<file path="config.mk">
export PLATFORM = sky130hd
export DESIGN_NAME = can_failsafe_wake_event_unit
export DESIGN_NICKNAME = d
export VERILOG_FILES = /design/src/verilog/cfw_pkg.sv /design/src/verilog/txd_dominant_guard.sv /design/src/verilog/wake_edge_detect.sv /design/src/verilog/can_failsafe_wake_event_unit.sv
export VERILOG_INCLUDE_DIRS = /design/src /design/src/verilog
export SDC_FILE = /design/constraint.sdc
export NUM_CORES = 1
export LEC_CHECK = 0
export ABC_AREA = 1
export BUFFER_PORTS_ARGS = -buffer_cell sky130_fd_sc_hd__buf_2
export CAP_MARGIN = 20
export CORE_MARGIN = 2
export CORE_UTILIZATION = 27
export DETAILED_ROUTE_END_ITERATION = 10
export MAX_ROUTING_LAYER = met4
export PLACE_DENSITY_LB_ADDON = 0.3
export SLEW_MARGIN = 20
export SYNTH_ARGS = -nofsm -noshare
export SYNTH_HDL_FRONTEND = slang
export SYNTH_HIERARCHICAL = 1
export SYNTH_SLANG_ARGS = --single-unit
</file>
<file path="constraint.sdc">
create_clock -name clk -period 2.8 [get_ports clk]
set_input_delay 0.56 -clock clk [delete_from_list [all_inputs] [get_ports clk]]
set_output_delay 0.56 -clock clk [all_outputs]
set_load 0.005 [all_outputs]
</file>
<file path="src/verilog/cfw_params.svh">
// Register offsets, field positions, reset values and timing of the event unit
`ifndef CFW_PARAMS_SVH
`define CFW_PARAMS_SVH

// ****************************************
// Register offsets
// ****************************************
`define REG_SYS_EN     7'h04
`define REG_SUP_EN     7'h1c
`define REG_TRX_STAT   7'h22
`define REG_TRX_EN     7'h23
`define REG_WAKE_LVL   7'h4b
`define REG_WAKE_EN    7'h4c
`define REG_GLOBAL     7'h60
`define REG_SYS        7'h61
`define REG_SUP        7'h62
`define REG_TRX        7'h63
`define REG_WPIN       7'h64

// ****************************************
// Field positions
// ****************************************
`define SYS_BATT_START    4
`define SYS_OVERHEAT      2
`define SYS_PORT_FAULT    1
`define SYS_WATCHDOG      0
`define SUP_SECOND_OVER   4
`define SUP_EXT_OVER      3
`define SUP_SECOND_UNDER  2
`define SUP_EXT_UNDER     1
`define SUP_MAIN_UNDER    0
`define TRX_FRAME_ERR     4
`define TRX_SILENCE       2
`define TRX_FAULT         1
`define TRX_WAKE          0
`define WPIN_RISE         1
`define WPIN_FALL         0
`define TST_READY         7
`define TST_SUPPLY_LOW    1
`define TST_TIMEOUT       0
`define WAKE_LVL_BIT      1
`define GLB_WAKE          3
`define GLB_TRX           2
`define GLB_SUP           1
`define GLB_SYS           0

// ****************************************
// Masks and reset values
// ****************************************
`define SYS_ALWAYS     8'h11
`define SYS_EN_MASK    8'h06
`define SUP_EN_MASK    8'h1f
`define TRX_ALWAYS     8'h10
`define TRX_EN_MASK    8'h07
`define WAKE_EN_MASK   8'h03
`define EN_RESET       8'h00
`define CMS_ACTIVE_UV  2'h1

// ****************************************
// Timing
// ****************************************
`define CLK_PERIOD_NS  20
`define MIN_BITRATE    4400
`define DOM_BITS       11
`define DOM_TO_NS      (64'd1000000000 * `DOM_BITS / `MIN_BITRATE)
`define DOM_TO_CYCLES  (`DOM_TO_NS / `CLK_PERIOD_NS)
`define EVT_DELAY_US   400
`define EVT_DELAY_CYC  (`EVT_DELAY_US * 1000 / `CLK_PERIOD_NS)
`define RESET_HOLD     5'h10

`endif

</file>
<file path="src/verilog/cfw_pkg.sv">
// Types shared by the event unit
package cfw_pkg;

  typedef enum logic [2:0] {
    MODE_OFF,
    MODE_RESET,
    MODE_STANDBY,
    MODE_NORMAL,
    MODE_SLEEP,
    MODE_OVERTEMP
  } sbc_mode_t;

endpackage : cfw_pkg

</file>
<file path="src/verilog/txd_dominant_guard.sv">
// Transmit dominant time-out guard
`timescale 1ns/1ns
`include "cfw_params.svh"
module txd_dominant_guard #(
  parameter int LIMIT = int'(`DOM_TO_CYCLES)
) (
  // Clock and reset
  input  wire logic clk,
  input  wire logic resetn,
  // Line state
  input  wire logic txd,
  input  wire logic can_active,
  // Result
  output logic      tx_enable,
  output logic      timed_out,
  output logic      expire
);
  logic [19:0] cnt;
  logic [19:0] next_cnt;
  logic        next_timed_out;
  logic        next_expire;

  always_comb
  begin
    next_cnt       = cnt;
    next_timed_out = timed_out;
    next_expire    = 1'b0;
    if (txd)
    begin
      next_cnt       = '0;
      next_timed_out = 1'b0;
    end
    else if (can_active && !timed_out)
    begin
      if (cnt == 20'(LIMIT - 1))
      begin
        next_timed_out = 1'b1;
        next_expire    = 1'b1;
      end
      else
        next_cnt = cnt + 20'h1;
    end
  end

  always_ff @(posedge clk or negedge resetn)
  begin
    if (!resetn)
    begin
      cnt       <= '0;
      timed_out <= 1'b0;
      expire    <= 1'b0;
    end
    else
    begin
      cnt       <= next_cnt;
      timed_out <= next_timed_out;
      expire    <= next_expire;
    end
  end

  assign tx_enable = !timed_out;

endmodule : txd_dominant_guard

</file>
<file path="src/verilog/wake_edge_detect.sv">
// WAKE pin edge detector
`timescale 1ns/1ns
module wake_edge_detect (
  // Clock and reset
  input  wire logic clk,
  input  wire logic resetn,
  // Pin
  input  wire logic wake_pin,
  // Edges
  output logic      level,
  output logic      rise,
  output logic      fall
);
  logic primed;

  // No edge is reported before the first sample, so a pin high at reset is not a wake
  always_ff @(posedge clk or negedge resetn)
  begin
    if (!resetn)
    begin
      level  <= 1'b0;
      primed <= 1'b0;
    end
    else
    begin
      level  <= wake_pin;
      primed <= 1'b1;
    end
  end

  assign rise = primed && wake_pin && !level;
  assign fall = primed && !wake_pin && level;

endmodule : wake_edge_detect

</file>
<file path="src/verilog/can_failsafe_wake_event_unit.sv">
// CAN fail-safe, WAKE pin and event capture unit of the system basis chip
// Notes on behaviour
// - Transmit low too long disables transmitter
// - Transmit high resets the dominant timer
// - Time-out sized for 4.4 kbit/s minimum
// - Time-out sets CAN fault when enabled
// - Time-out reported, transmit ready cleared
// - Supply low in mode 01 flags
// - WAKE edges raise wake when enabled
// - WAKE level readable, validity by mode
// - Three events always captured, others gated
// - Enabled events set their status bit
// - Offline capture pulls receive pin low
// - Sleep capture goes Reset then Standby
// - Global register shows pending groups
// - Write one clears, zero keeps
// - One write clears many bits
// - Clear releases pin, starts delay timer
// - Expiry with pending pulls pin low
// - Expiry with nothing pending stays high
// - Event registers readable any time
// - Reset output fall stops delay timer
// - Reset output low in four modes
// - Sleep entry signals pending events
// - Global bits three to zero layout
`timescale 1ns/1ns
`include "cfw_params.svh"
module can_failsafe_wake_event_unit
  import cfw_pkg::*;
#(
  parameter int DOM_CYCLES = int'(`DOM_TO_CYCLES),
  parameter int EVT_CYCLES = int'(`EVT_DELAY_CYC)
) (
  // Clock and reset
  input  wire logic       clk,
  input  wire logic       resetn,
  // Register access
  input  wire logic       reg_wr,
  input  wire logic [6:0] reg_addr,
  input  wire logic [7:0] reg_wdata,
  output logic      [7:0] reg_rdata,
  // CAN pins and line state
  input  wire logic       can_transmit_pin,
  input  wire logic       can_bus_rx,
  input  wire logic [1:0] can_mode_select,
  input  wire logic       can_supply_low,
  output logic            can_receive_pin,
  output logic            transmit_enable,
  // WAKE pin
  input  wire logic       wake_pin,
  // Event sources, one-cycle pulses
  input  wire logic       battery_startup_event,
  input  wire logic       overheat_warning_event,
  input  wire logic       serial_port_fault_event,
  input  wire logic       watchdog_fault_event,
  input  wire logic       second_regulator_over_event,
  input  wire logic       external_supply_over_event,
  input  wire logic       second_regulator_under_event,
  input  wire logic       external_supply_under_event,
  input  wire logic       main_regulator_under_event,
  input  wire logic       selective_frame_error_event,
  input  wire logic       bus_silence_event,
  input  wire logic       can_wake_event,
  // Mode control
  input  wire logic       sleep_cmd,
  input  wire logic       normal_cmd,
  input  wire logic       standby_cmd,
  input  wire logic       overtemp,
  input  wire logic       battery_lost,
  output sbc_mode_t       mode,
  output logic            main_regulator_on,
  output logic            reset_out_n
);

  function automatic logic [7:0] w1c_next(input logic [7:0] stat, input logic [7:0] ev,
                                          input logic [7:0] en, input logic [7:0] clr);
    // Set wins over a clear in the same cycle
    w1c_next = (stat & ~clr) | (ev & en);
  endfunction : w1c_next

  // ****************************************
  // Fail-safe and WAKE pin
  // ****************************************
  logic can_active;
  logic tx_en_raw;
  logic dom_timed_out;
  logic dom_expire;
  logic wake_level;
  logic wake_rise;
  logic wake_fall;

  assign can_active = (mode == MODE_NORMAL) && (can_mode_select != 2'h0);

  txd_dominant_guard #(.LIMIT(DOM_CYCLES)) u_guard (
    .clk        (clk),
    .resetn     (resetn),
    .txd        (can_transmit_pin),
    .can_active (can_active),
    .tx_enable  (tx_en_raw),
    .timed_out  (dom_timed_out),
    .expire     (dom_expire)
  );

  wake_edge_detect u_wake (
    .clk      (clk),
    .resetn   (resetn),
    .wake_pin (wake_pin),
    .level    (wake_level),
    .rise     (wake_rise),
    .fall     (wake_fall)
  );

  // ****************************************
  // Event status and enables
  // ****************************************
  logic [7:0] sys_stat, sup_stat, trx_stat, wpin_stat;
  logic [7:0] sys_en, sup_en, trx_en, wake_en;
  logic [7:0] next_sys_stat, next_sup_stat, next_trx_stat, next_wpin_stat;
  logic [7:0] next_sys_en, next_sup_en, next_trx_en, next_wake_en;
  logic [7:0] sys_ev, sup_ev, trx_ev, wpin_ev;
  logic [7:0] clr_sys, clr_sup, clr_trx, clr_wpin;
  logic       uv_cond;
  logic       uv_prev;
  logic       any_capture;
  logic       any_clear;
  logic       pending;

  // undervoltage only while mode select is 01
  assign uv_cond = (can_mode_select == `CMS_ACTIVE_UV) && can_supply_low;

  always_comb
  begin
    sys_ev = '0;
    sup_ev = '0;
    trx_ev = '0;
    wpin_ev = '0;
    sys_ev[`SYS_BATT_START]   = battery_startup_event;
    sys_ev[`SYS_OVERHEAT]     = overheat_warning_event;
    sys_ev[`SYS_PORT_FAULT]   = serial_port_fault_event;
    sys_ev[`SYS_WATCHDOG]     = watchdog_fault_event;
    sup_ev[`SUP_SECOND_OVER]  = second_regulator_over_event;
    sup_ev[`SUP_EXT_OVER]     = external_supply_over_event;
    sup_ev[`SUP_SECOND_UNDER] = second_regulator_under_event;
    sup_ev[`SUP_EXT_UNDER]    = external_supply_under_event;
    sup_ev[`SUP_MAIN_UNDER]   = main_regulator_under_event;
    trx_ev[`TRX_FRAME_ERR]    = selective_frame_error_event;
    trx_ev[`TRX_SILENCE]      = bus_silence_event;
    trx_ev[`TRX_WAKE]         = can_wake_event;
    // time-out or supply drop is a CAN failure
    trx_ev[`TRX_FAULT]        = dom_expire || (uv_cond && !uv_prev);
    // each edge gated by its own enable below
    wpin_ev[`WPIN_RISE] = wake_rise;
    wpin_ev[`WPIN_FALL] = wake_fall;
  end

  always_comb
  begin
    clr_sys  = (reg_wr && reg_addr == `REG_SYS)  ? reg_wdata : 8'h00;
    clr_sup  = (reg_wr && reg_addr == `REG_SUP)  ? reg_wdata : 8'h00;
    clr_trx  = (reg_wr && reg_addr == `REG_TRX)  ? reg_wdata : 8'h00;
    clr_wpin = (reg_wr && reg_addr == `REG_WPIN) ? reg_wdata : 8'h00;
    next_sys_en  = sys_en;
    next_sup_en  = sup_en;
    next_trx_en  = trx_en;
    next_wake_en = wake_en;
    if (reg_wr && reg_addr == `REG_SYS_EN)
      next_sys_en = reg_wdata & `SYS_EN_MASK;
    if (reg_wr && reg_addr == `REG_SUP_EN)
      next_sup_en = reg_wdata & `SUP_EN_MASK;
    if (reg_wr && reg_addr == `REG_TRX_EN)
      next_trx_en = reg_wdata & `TRX_EN_MASK;
    if (reg_wr && reg_addr == `REG_WAKE_EN)
      next_wake_en = reg_wdata & `WAKE_EN_MASK;
    // any number of bits per write
    next_sys_stat  = w1c_next(sys_stat, sys_ev, sys_en | `SYS_ALWAYS, clr_sys);
    next_sup_stat  = w1c_next(sup_stat, sup_ev, sup_en, clr_sup);
    next_trx_stat  = w1c_next(trx_stat, trx_ev, trx_en | `TRX_ALWAYS, clr_trx);
    next_wpin_stat = w1c_next(wpin_stat, wpin_ev, wake_en, clr_wpin);
  end

  always_ff @(posedge clk or negedge resetn)
  begin
    if (!resetn)
    begin
      sys_stat  <= 8'h00;
      sup_stat  <= 8'h00;
      trx_stat  <= 8'h00;
      wpin_stat <= 8'h00;
      sys_en    <= `EN_RESET;
      sup_en    <= `EN_RESET;
      trx_en    <= `EN_RESET;
      wake_en   <= `EN_RESET;
      uv_prev   <= 1'b0;
    end
    else
    begin
      sys_stat  <= next_sys_stat;
      sup_stat  <= next_sup_stat;
      trx_stat  <= next_trx_stat;
      wpin_stat <= next_wpin_stat;
      sys_en    <= next_sys_en;
      sup_en    <= next_sup_en;
      trx_en    <= next_trx_en;
      wake_en   <= next_wake_en;
      uv_prev   <= uv_cond;
    end
  end

  assign any_capture = |{sys_ev & (sys_en | `SYS_ALWAYS), sup_ev & sup_en,
                         trx_ev & (trx_en | `TRX_ALWAYS), wpin_ev & wake_en};
  // Only a clear that hits a set bit restarts the delay
  assign any_clear = |{clr_sys & sys_stat, clr_sup & sup_stat,
                       clr_trx & trx_stat, clr_wpin & wpin_stat};
  assign pending   = |{next_sys_stat, next_sup_stat, next_trx_stat, next_wpin_stat};

  // ****************************************
  // Mode sequencing
  // ****************************************
  sbc_mode_t  next_mode;
  logic [4:0] hold;
  logic [4:0] next_hold;
  logic       next_reset_out_n;
  logic       next_main_reg;
  logic       stat_pending;

  assign stat_pending = |{sys_stat, sup_stat, trx_stat, wpin_stat};

  always_comb
  begin
    next_mode = mode;
    next_hold = 5'h0;
    unique case (mode)
      MODE_OFF:
        next_mode = MODE_RESET;
      MODE_RESET:
      begin
        next_hold = hold + 5'h1;
        if (hold == `RESET_HOLD)
          next_mode = MODE_STANDBY;
      end
      MODE_STANDBY, MODE_NORMAL:
      begin
        if (overtemp)
          next_mode = MODE_OVERTEMP;
        // A pending event blocks sleep; go through reset instead
        else if (sleep_cmd)
          next_mode = stat_pending ? MODE_RESET : MODE_SLEEP;
        else if (normal_cmd)
          next_mode = MODE_NORMAL;
        else if (standby_cmd)
          next_mode = MODE_STANDBY;
      end
      MODE_SLEEP:
        if (any_capture)
          next_mode = MODE_RESET;
      MODE_OVERTEMP:
        if (!overtemp)
          next_mode = MODE_RESET;
      // Unused codes restart from power-off
      default:
        next_mode = MODE_OFF;
    endcase
    if (battery_lost)
      next_mode = MODE_OFF;
    // reset output low in these modes
    next_reset_out_n = !(next_mode inside {MODE_RESET, MODE_SLEEP, MODE_OVERTEMP, MODE_OFF});
    next_main_reg    = !(next_mode inside {MODE_SLEEP, MODE_OFF});
  end

  always_ff @(posedge clk or negedge resetn)
  begin
    if (!resetn)
    begin
      mode              <= MODE_OFF;
      hold              <= 5'h0;
      reset_out_n       <= 1'b0;
      main_regulator_on <= 1'b0;
    end
    else
    begin
      mode              <= next_mode;
      hold              <= next_hold;
      reset_out_n       <= next_reset_out_n;
      main_regulator_on <= next_main_reg;
    end
  end

  // ****************************************
  // Event delay and receive pin
  // ****************************************
  logic [19:0] evt_cnt;
  logic [19:0] next_evt_cnt;
  logic        evt_run;
  logic        next_evt_run;
  logic        notify;
  logic        next_notify;
  logic        next_rxd;
  logic        evt_expire;
  logic        reset_out_fall;

  assign reset_out_fall = reset_out_n && !next_reset_out_n;
  assign evt_expire     = evt_run && (evt_cnt == 20'(EVT_CYCLES - 1));

  always_comb
  begin
    next_evt_run = evt_run;
    next_evt_cnt = evt_run ? evt_cnt + 20'h1 : 20'h0;
    next_notify  = notify;
    if (evt_expire)
    begin
      next_evt_run = 1'b0;
      next_notify  = pending;
    end
    if (any_clear)
    begin
      next_evt_run = 1'b1;
      next_evt_cnt = 20'h0;
      next_notify  = 1'b0;
    end
    else if (any_capture && !evt_run)
      next_notify = 1'b1;
    if (reset_out_fall)
    begin
      next_evt_run = 1'b0;
      next_evt_cnt = 20'h0;
    end
    // pending event shown on sleep entry
    if (next_mode == MODE_SLEEP && mode != MODE_SLEEP)
      next_notify = pending;
    // alert only when offline with a usable mode
    if (can_active)
      next_rxd = can_bus_rx;
    else
      next_rxd = !(next_notify && (mode inside {MODE_NORMAL, MODE_STANDBY, MODE_SLEEP}));
  end

  always_ff @(posedge clk or negedge resetn)
  begin
    if (!resetn)
    begin
      evt_cnt         <= 20'h0;
      evt_run         <= 1'b0;
      notify          <= 1'b0;
      can_receive_pin <= 1'b1;
    end
    else
    begin
      evt_cnt         <= next_evt_cnt;
      evt_run         <= next_evt_run;
      notify          <= next_notify;
      can_receive_pin <= next_rxd;
    end
  end

  // ****************************************
  // Read path
  // ****************************************
  logic [7:0] next_rdata;
  logic [7:0] glb;
  logic [7:0] tst;
  logic [7:0] wlv;

  always_comb
  begin
    glb = 8'h00;
    tst = 8'h00;
    wlv = 8'h00;
    glb[`GLB_WAKE] = |wpin_stat;
    glb[`GLB_TRX]  = |trx_stat;
    glb[`GLB_SUP]  = |sup_stat;
    glb[`GLB_SYS]  = |sys_stat;
    tst[`TST_READY]      = can_active && !dom_timed_out;
    tst[`TST_TIMEOUT]    = dom_timed_out;
    tst[`TST_SUPPLY_LOW] = uv_cond;
    // level only valid in normal or with an edge enabled
    wlv[`WAKE_LVL_BIT] = wake_level && ((mode == MODE_NORMAL) || (|wake_en));
    unique case (reg_addr)
      `REG_SYS_EN:   next_rdata = sys_en;
      `REG_SUP_EN:   next_rdata = sup_en;
      `REG_TRX_STAT: next_rdata = tst;
      `REG_TRX_EN:   next_rdata = trx_en;
      `REG_WAKE_LVL: next_rdata = wlv;
      `REG_WAKE_EN:  next_rdata = wake_en;
      `REG_GLOBAL:   next_rdata = glb;
      `REG_SYS:      next_rdata = sys_stat;
      `REG_SUP:      next_rdata = sup_stat;
      `REG_TRX:      next_rdata = trx_stat;
      `REG_WPIN:     next_rdata = wpin_stat;
      default:       next_rdata = 8'h00;
    endcase
  end

  always_ff @(posedge clk or negedge resetn)
  begin
    if (!resetn)
    begin
      reg_rdata       <= 8'h00;
      transmit_enable <= 1'b1;
    end
    else
    begin
      reg_rdata       <= next_rdata;
      transmit_enable <= tx_en_raw;
    end
  end
endmodule : can_failsafe_wake_event_unit

</file>
==> reports/results.tsv <==
metric	value	unit
setup.worst_path.end_class	register	
crit_chain	buf_2 -> nor2_1 -> nand2_1 -> nor2_4 -> inv_1 -> nor2_2 -> nand3_1 -> o21ai_0 -> nor2_1 -> nand2_1 -> nor2_1 -> nand2_2 -> nor2_4 -> inv_2 -> nor3b_1	
syn_nets	924	
drtAntennaViolNets	0	
cts.clk_slew.worst_paths	70	ps
drtIter0Drc	370	
synth.area.top_cells	dfrtp_1 (43%), nand2_1 (14%), nor2_1 (8.4%), inv_1 (6.4%), nand3_1 (5.8%)	
place_area	0.00703	mm²
synth_ff_type	dfrtp_1	
die_h	157	µm
syn_to_final_growth	16.2	%
rows	56	
critPathTopFamily	simple AND/OR/NAND/NOR gates	
first_pass_iters	7	
routed.top_layer	met4	
cts_made_buffers	9	
slowest_stage	nor2_4	
p_leak	3.60	nW
outcome	finished clean	
slew_headroom	0.588	
syn_inst	879	
synth-edff-count	0	
grt_pass1_vias	5816	
cts_tree	yes	
wl_met1	8350	µm
overflow	0	
placed_cells	1253	
setup_slack	477	ps
synth_commonest_cells	nand2_1 (244), nor2_1 (142), dfrtp_1 (109), inv_1 (108), nand3_1 (73)	
diodes	0	
drive_gt1_frac	0.120	
io_pins	56	
coreArea	0.0233	mm²
fin_cells	1269	
grt_pass1_wl	30300	µm
critPathRequiredTime	3040	ps
rrSetupSlack	530	ps
synth_top_area_frac	0.430	
wl_met3	954	µm
utilization	0.317	
yosysWarningCount	6	
ir_worst_vdd	290	µV
max_stage_delay	320	ps
worst_path_most_repeated_cell	nor2_1	
setup-violations-final	0	
synth_area_per_cell	7.21	µm²
ys_seq_area_frac	0.439	
wirelength	18500	µm
finalCritPeriodShare	0.830	
synth.distinct_cells	42	
fmax	430	MHz
grt_setup_unrepaired	false	
gp_congestion	0.948	
num_vias	5939	
synth_area	0.00634	mm²
cp_max_fo	14	
hold_viol_final	0	
grt_max_degree	112	
finalClockSkew	15.0	ps
dp_hpwl	14000	µm
antenna_found_initial	0	
clockBufferDepth	2	
pre_cts_ws	126	ps
critPathArrivalTime	2560	ps
post_cts_resized	0	
drc_errors	0	
clock_latency	370	ps
clock_sinks	111	
worst_slew_pin_slew	612	ps
ys_seq_elements	111	
max_cap_viol_count	0	
synth_most_common_cell	nand2_1	
cts_setup_buffers	0	
grt.total_usage	0.163	
fp.dieW	157	µm
port_buffers	55	
stdcell_area	0.00736	mm²
synthArstFlopShare	1.00	
cts_max_level	3	
powerDensity	512	mW/mm²
tns	0	ps
cts_root_buffer	clkbuf_16	
path_buf_inv	3	
fillers	2578	
hp-class	input port to async pin	
die_area	0.0247	mm²
drv_slew	0	
fin_nets	990	
yosysTopAreaCell	dfrtp_1	
period_needed	2320	ps
holdBufCountCts	0	
wire_per_inst	14.5	µm
dr_wl_met2	8600	µm
critPathKind	input port to register	
start_util	0.272	
vias_per_cell	4.68	
start_kind	input port	
[per-stage QoR]
stage               power (W)  hold WS (ps)
floorplan             0.00214           264
global placement      0.00235           447
detailed placement    0.00236           460
CTS                   0.00382           305
global route          0.00398           308
finish                0.00377           275
[routing by layer]
layer  vias up  GRT usage
met5         -          -
met3        39     0.0350
met2       158      0.257
li1       2958          -
met4         0     0.0628
met1      2784      0.205
[where the power goes]
group / internal, W / total (W) / switching, W
clock network: 0.000819 / 0.00145 / 0.000632
logic: 0.000152 / 0.000482 / 0.000330
registers: 0.00172 / 0.00184 / 0.000123
[worst paths after layout]
kind	start	to	cells past startpoint
max	reg_addr[2]	evt_cnt[12]$_DFF_PN0_	15
min	resetn	reg_rdata[5]$_DFF_PN0_	2
max reg2reg	evt_cnt[0]$_DFF_PN0_	evt_cnt[18]$_DFF_PN0_	12
min reg2reg	evt_cnt[19]$_DFF_PN0_	evt_cnt[19]$_DFF_PN0_	1
max in group asynchronous	resetn	u_guard/cnt[3]$_DFFE_PN0P_	2
min in group clk	wake_pin	u_wake/level$_DFF_PN0_	1
[state kept, by name, indices dropped and copies added (netlist names), 2 cells and up]
name / cells
evt_cnt: 20
sup_stat: 8
u_guard/cnt: 20
mode: 3
sup_en: 5
sys_stat: 8
sys_en: 2
wpin_stat: 8
trx_stat: 8
trx_en: 3
reg_rdata: 8
hold: 5
wake_en: 2
[cell usage in the layout, fill, tap and decap left out, types with 3 or more instances in the layout]
cell type / n
buf_4: 13
nor2_1: 142
nand2_1: 244
nand2_2: 7
nand3_1: 73
nor4_1: 3
xor2_1: 14
nor3_1: 10
buf_2: 54
nand4_1: 25
ha_1: 4
clkbuf_16: 9
nor2_4: 5
inv_1: 108
o22ai_1: 4
a21oi_1: 14
nor3b_1: 3
dfrtp_1: 109
o21ai_1: 10
o21ai_0: 48
nor2_2: 6
a221oi_1: 10
inv_2: 3
[logic make-up after synthesis]
kind of cell / count (synthesis) / synth area share
xor+xnor: 14 / 0.0193
fa+ha+maj: 4 / 0.00790
flops: 111 / 0.439
other cells: 1 / 0.000592
simple gates: 528 / 0.363
mux: 2 / 0.00355
buf+inv: 124 / 0.0801
compound gates: 95 / 0.0867
[area by class of cell]
type / count / area [µm²] / share of cell area
clock buffers: 11 / 243 / 0.0330
clock inverters: 5 / 86.3 / 0.0117
inverters: 111 / 417 / 0.0566
multi-input cells: 644 / 3050 / 0.414
flip-flops and latches: 111 / 2780 / 0.378
well taps: 319 / 399 / 0.0542
repair buffers: 68 / 388 / 0.0527
(Power assumes the default switching activity.)
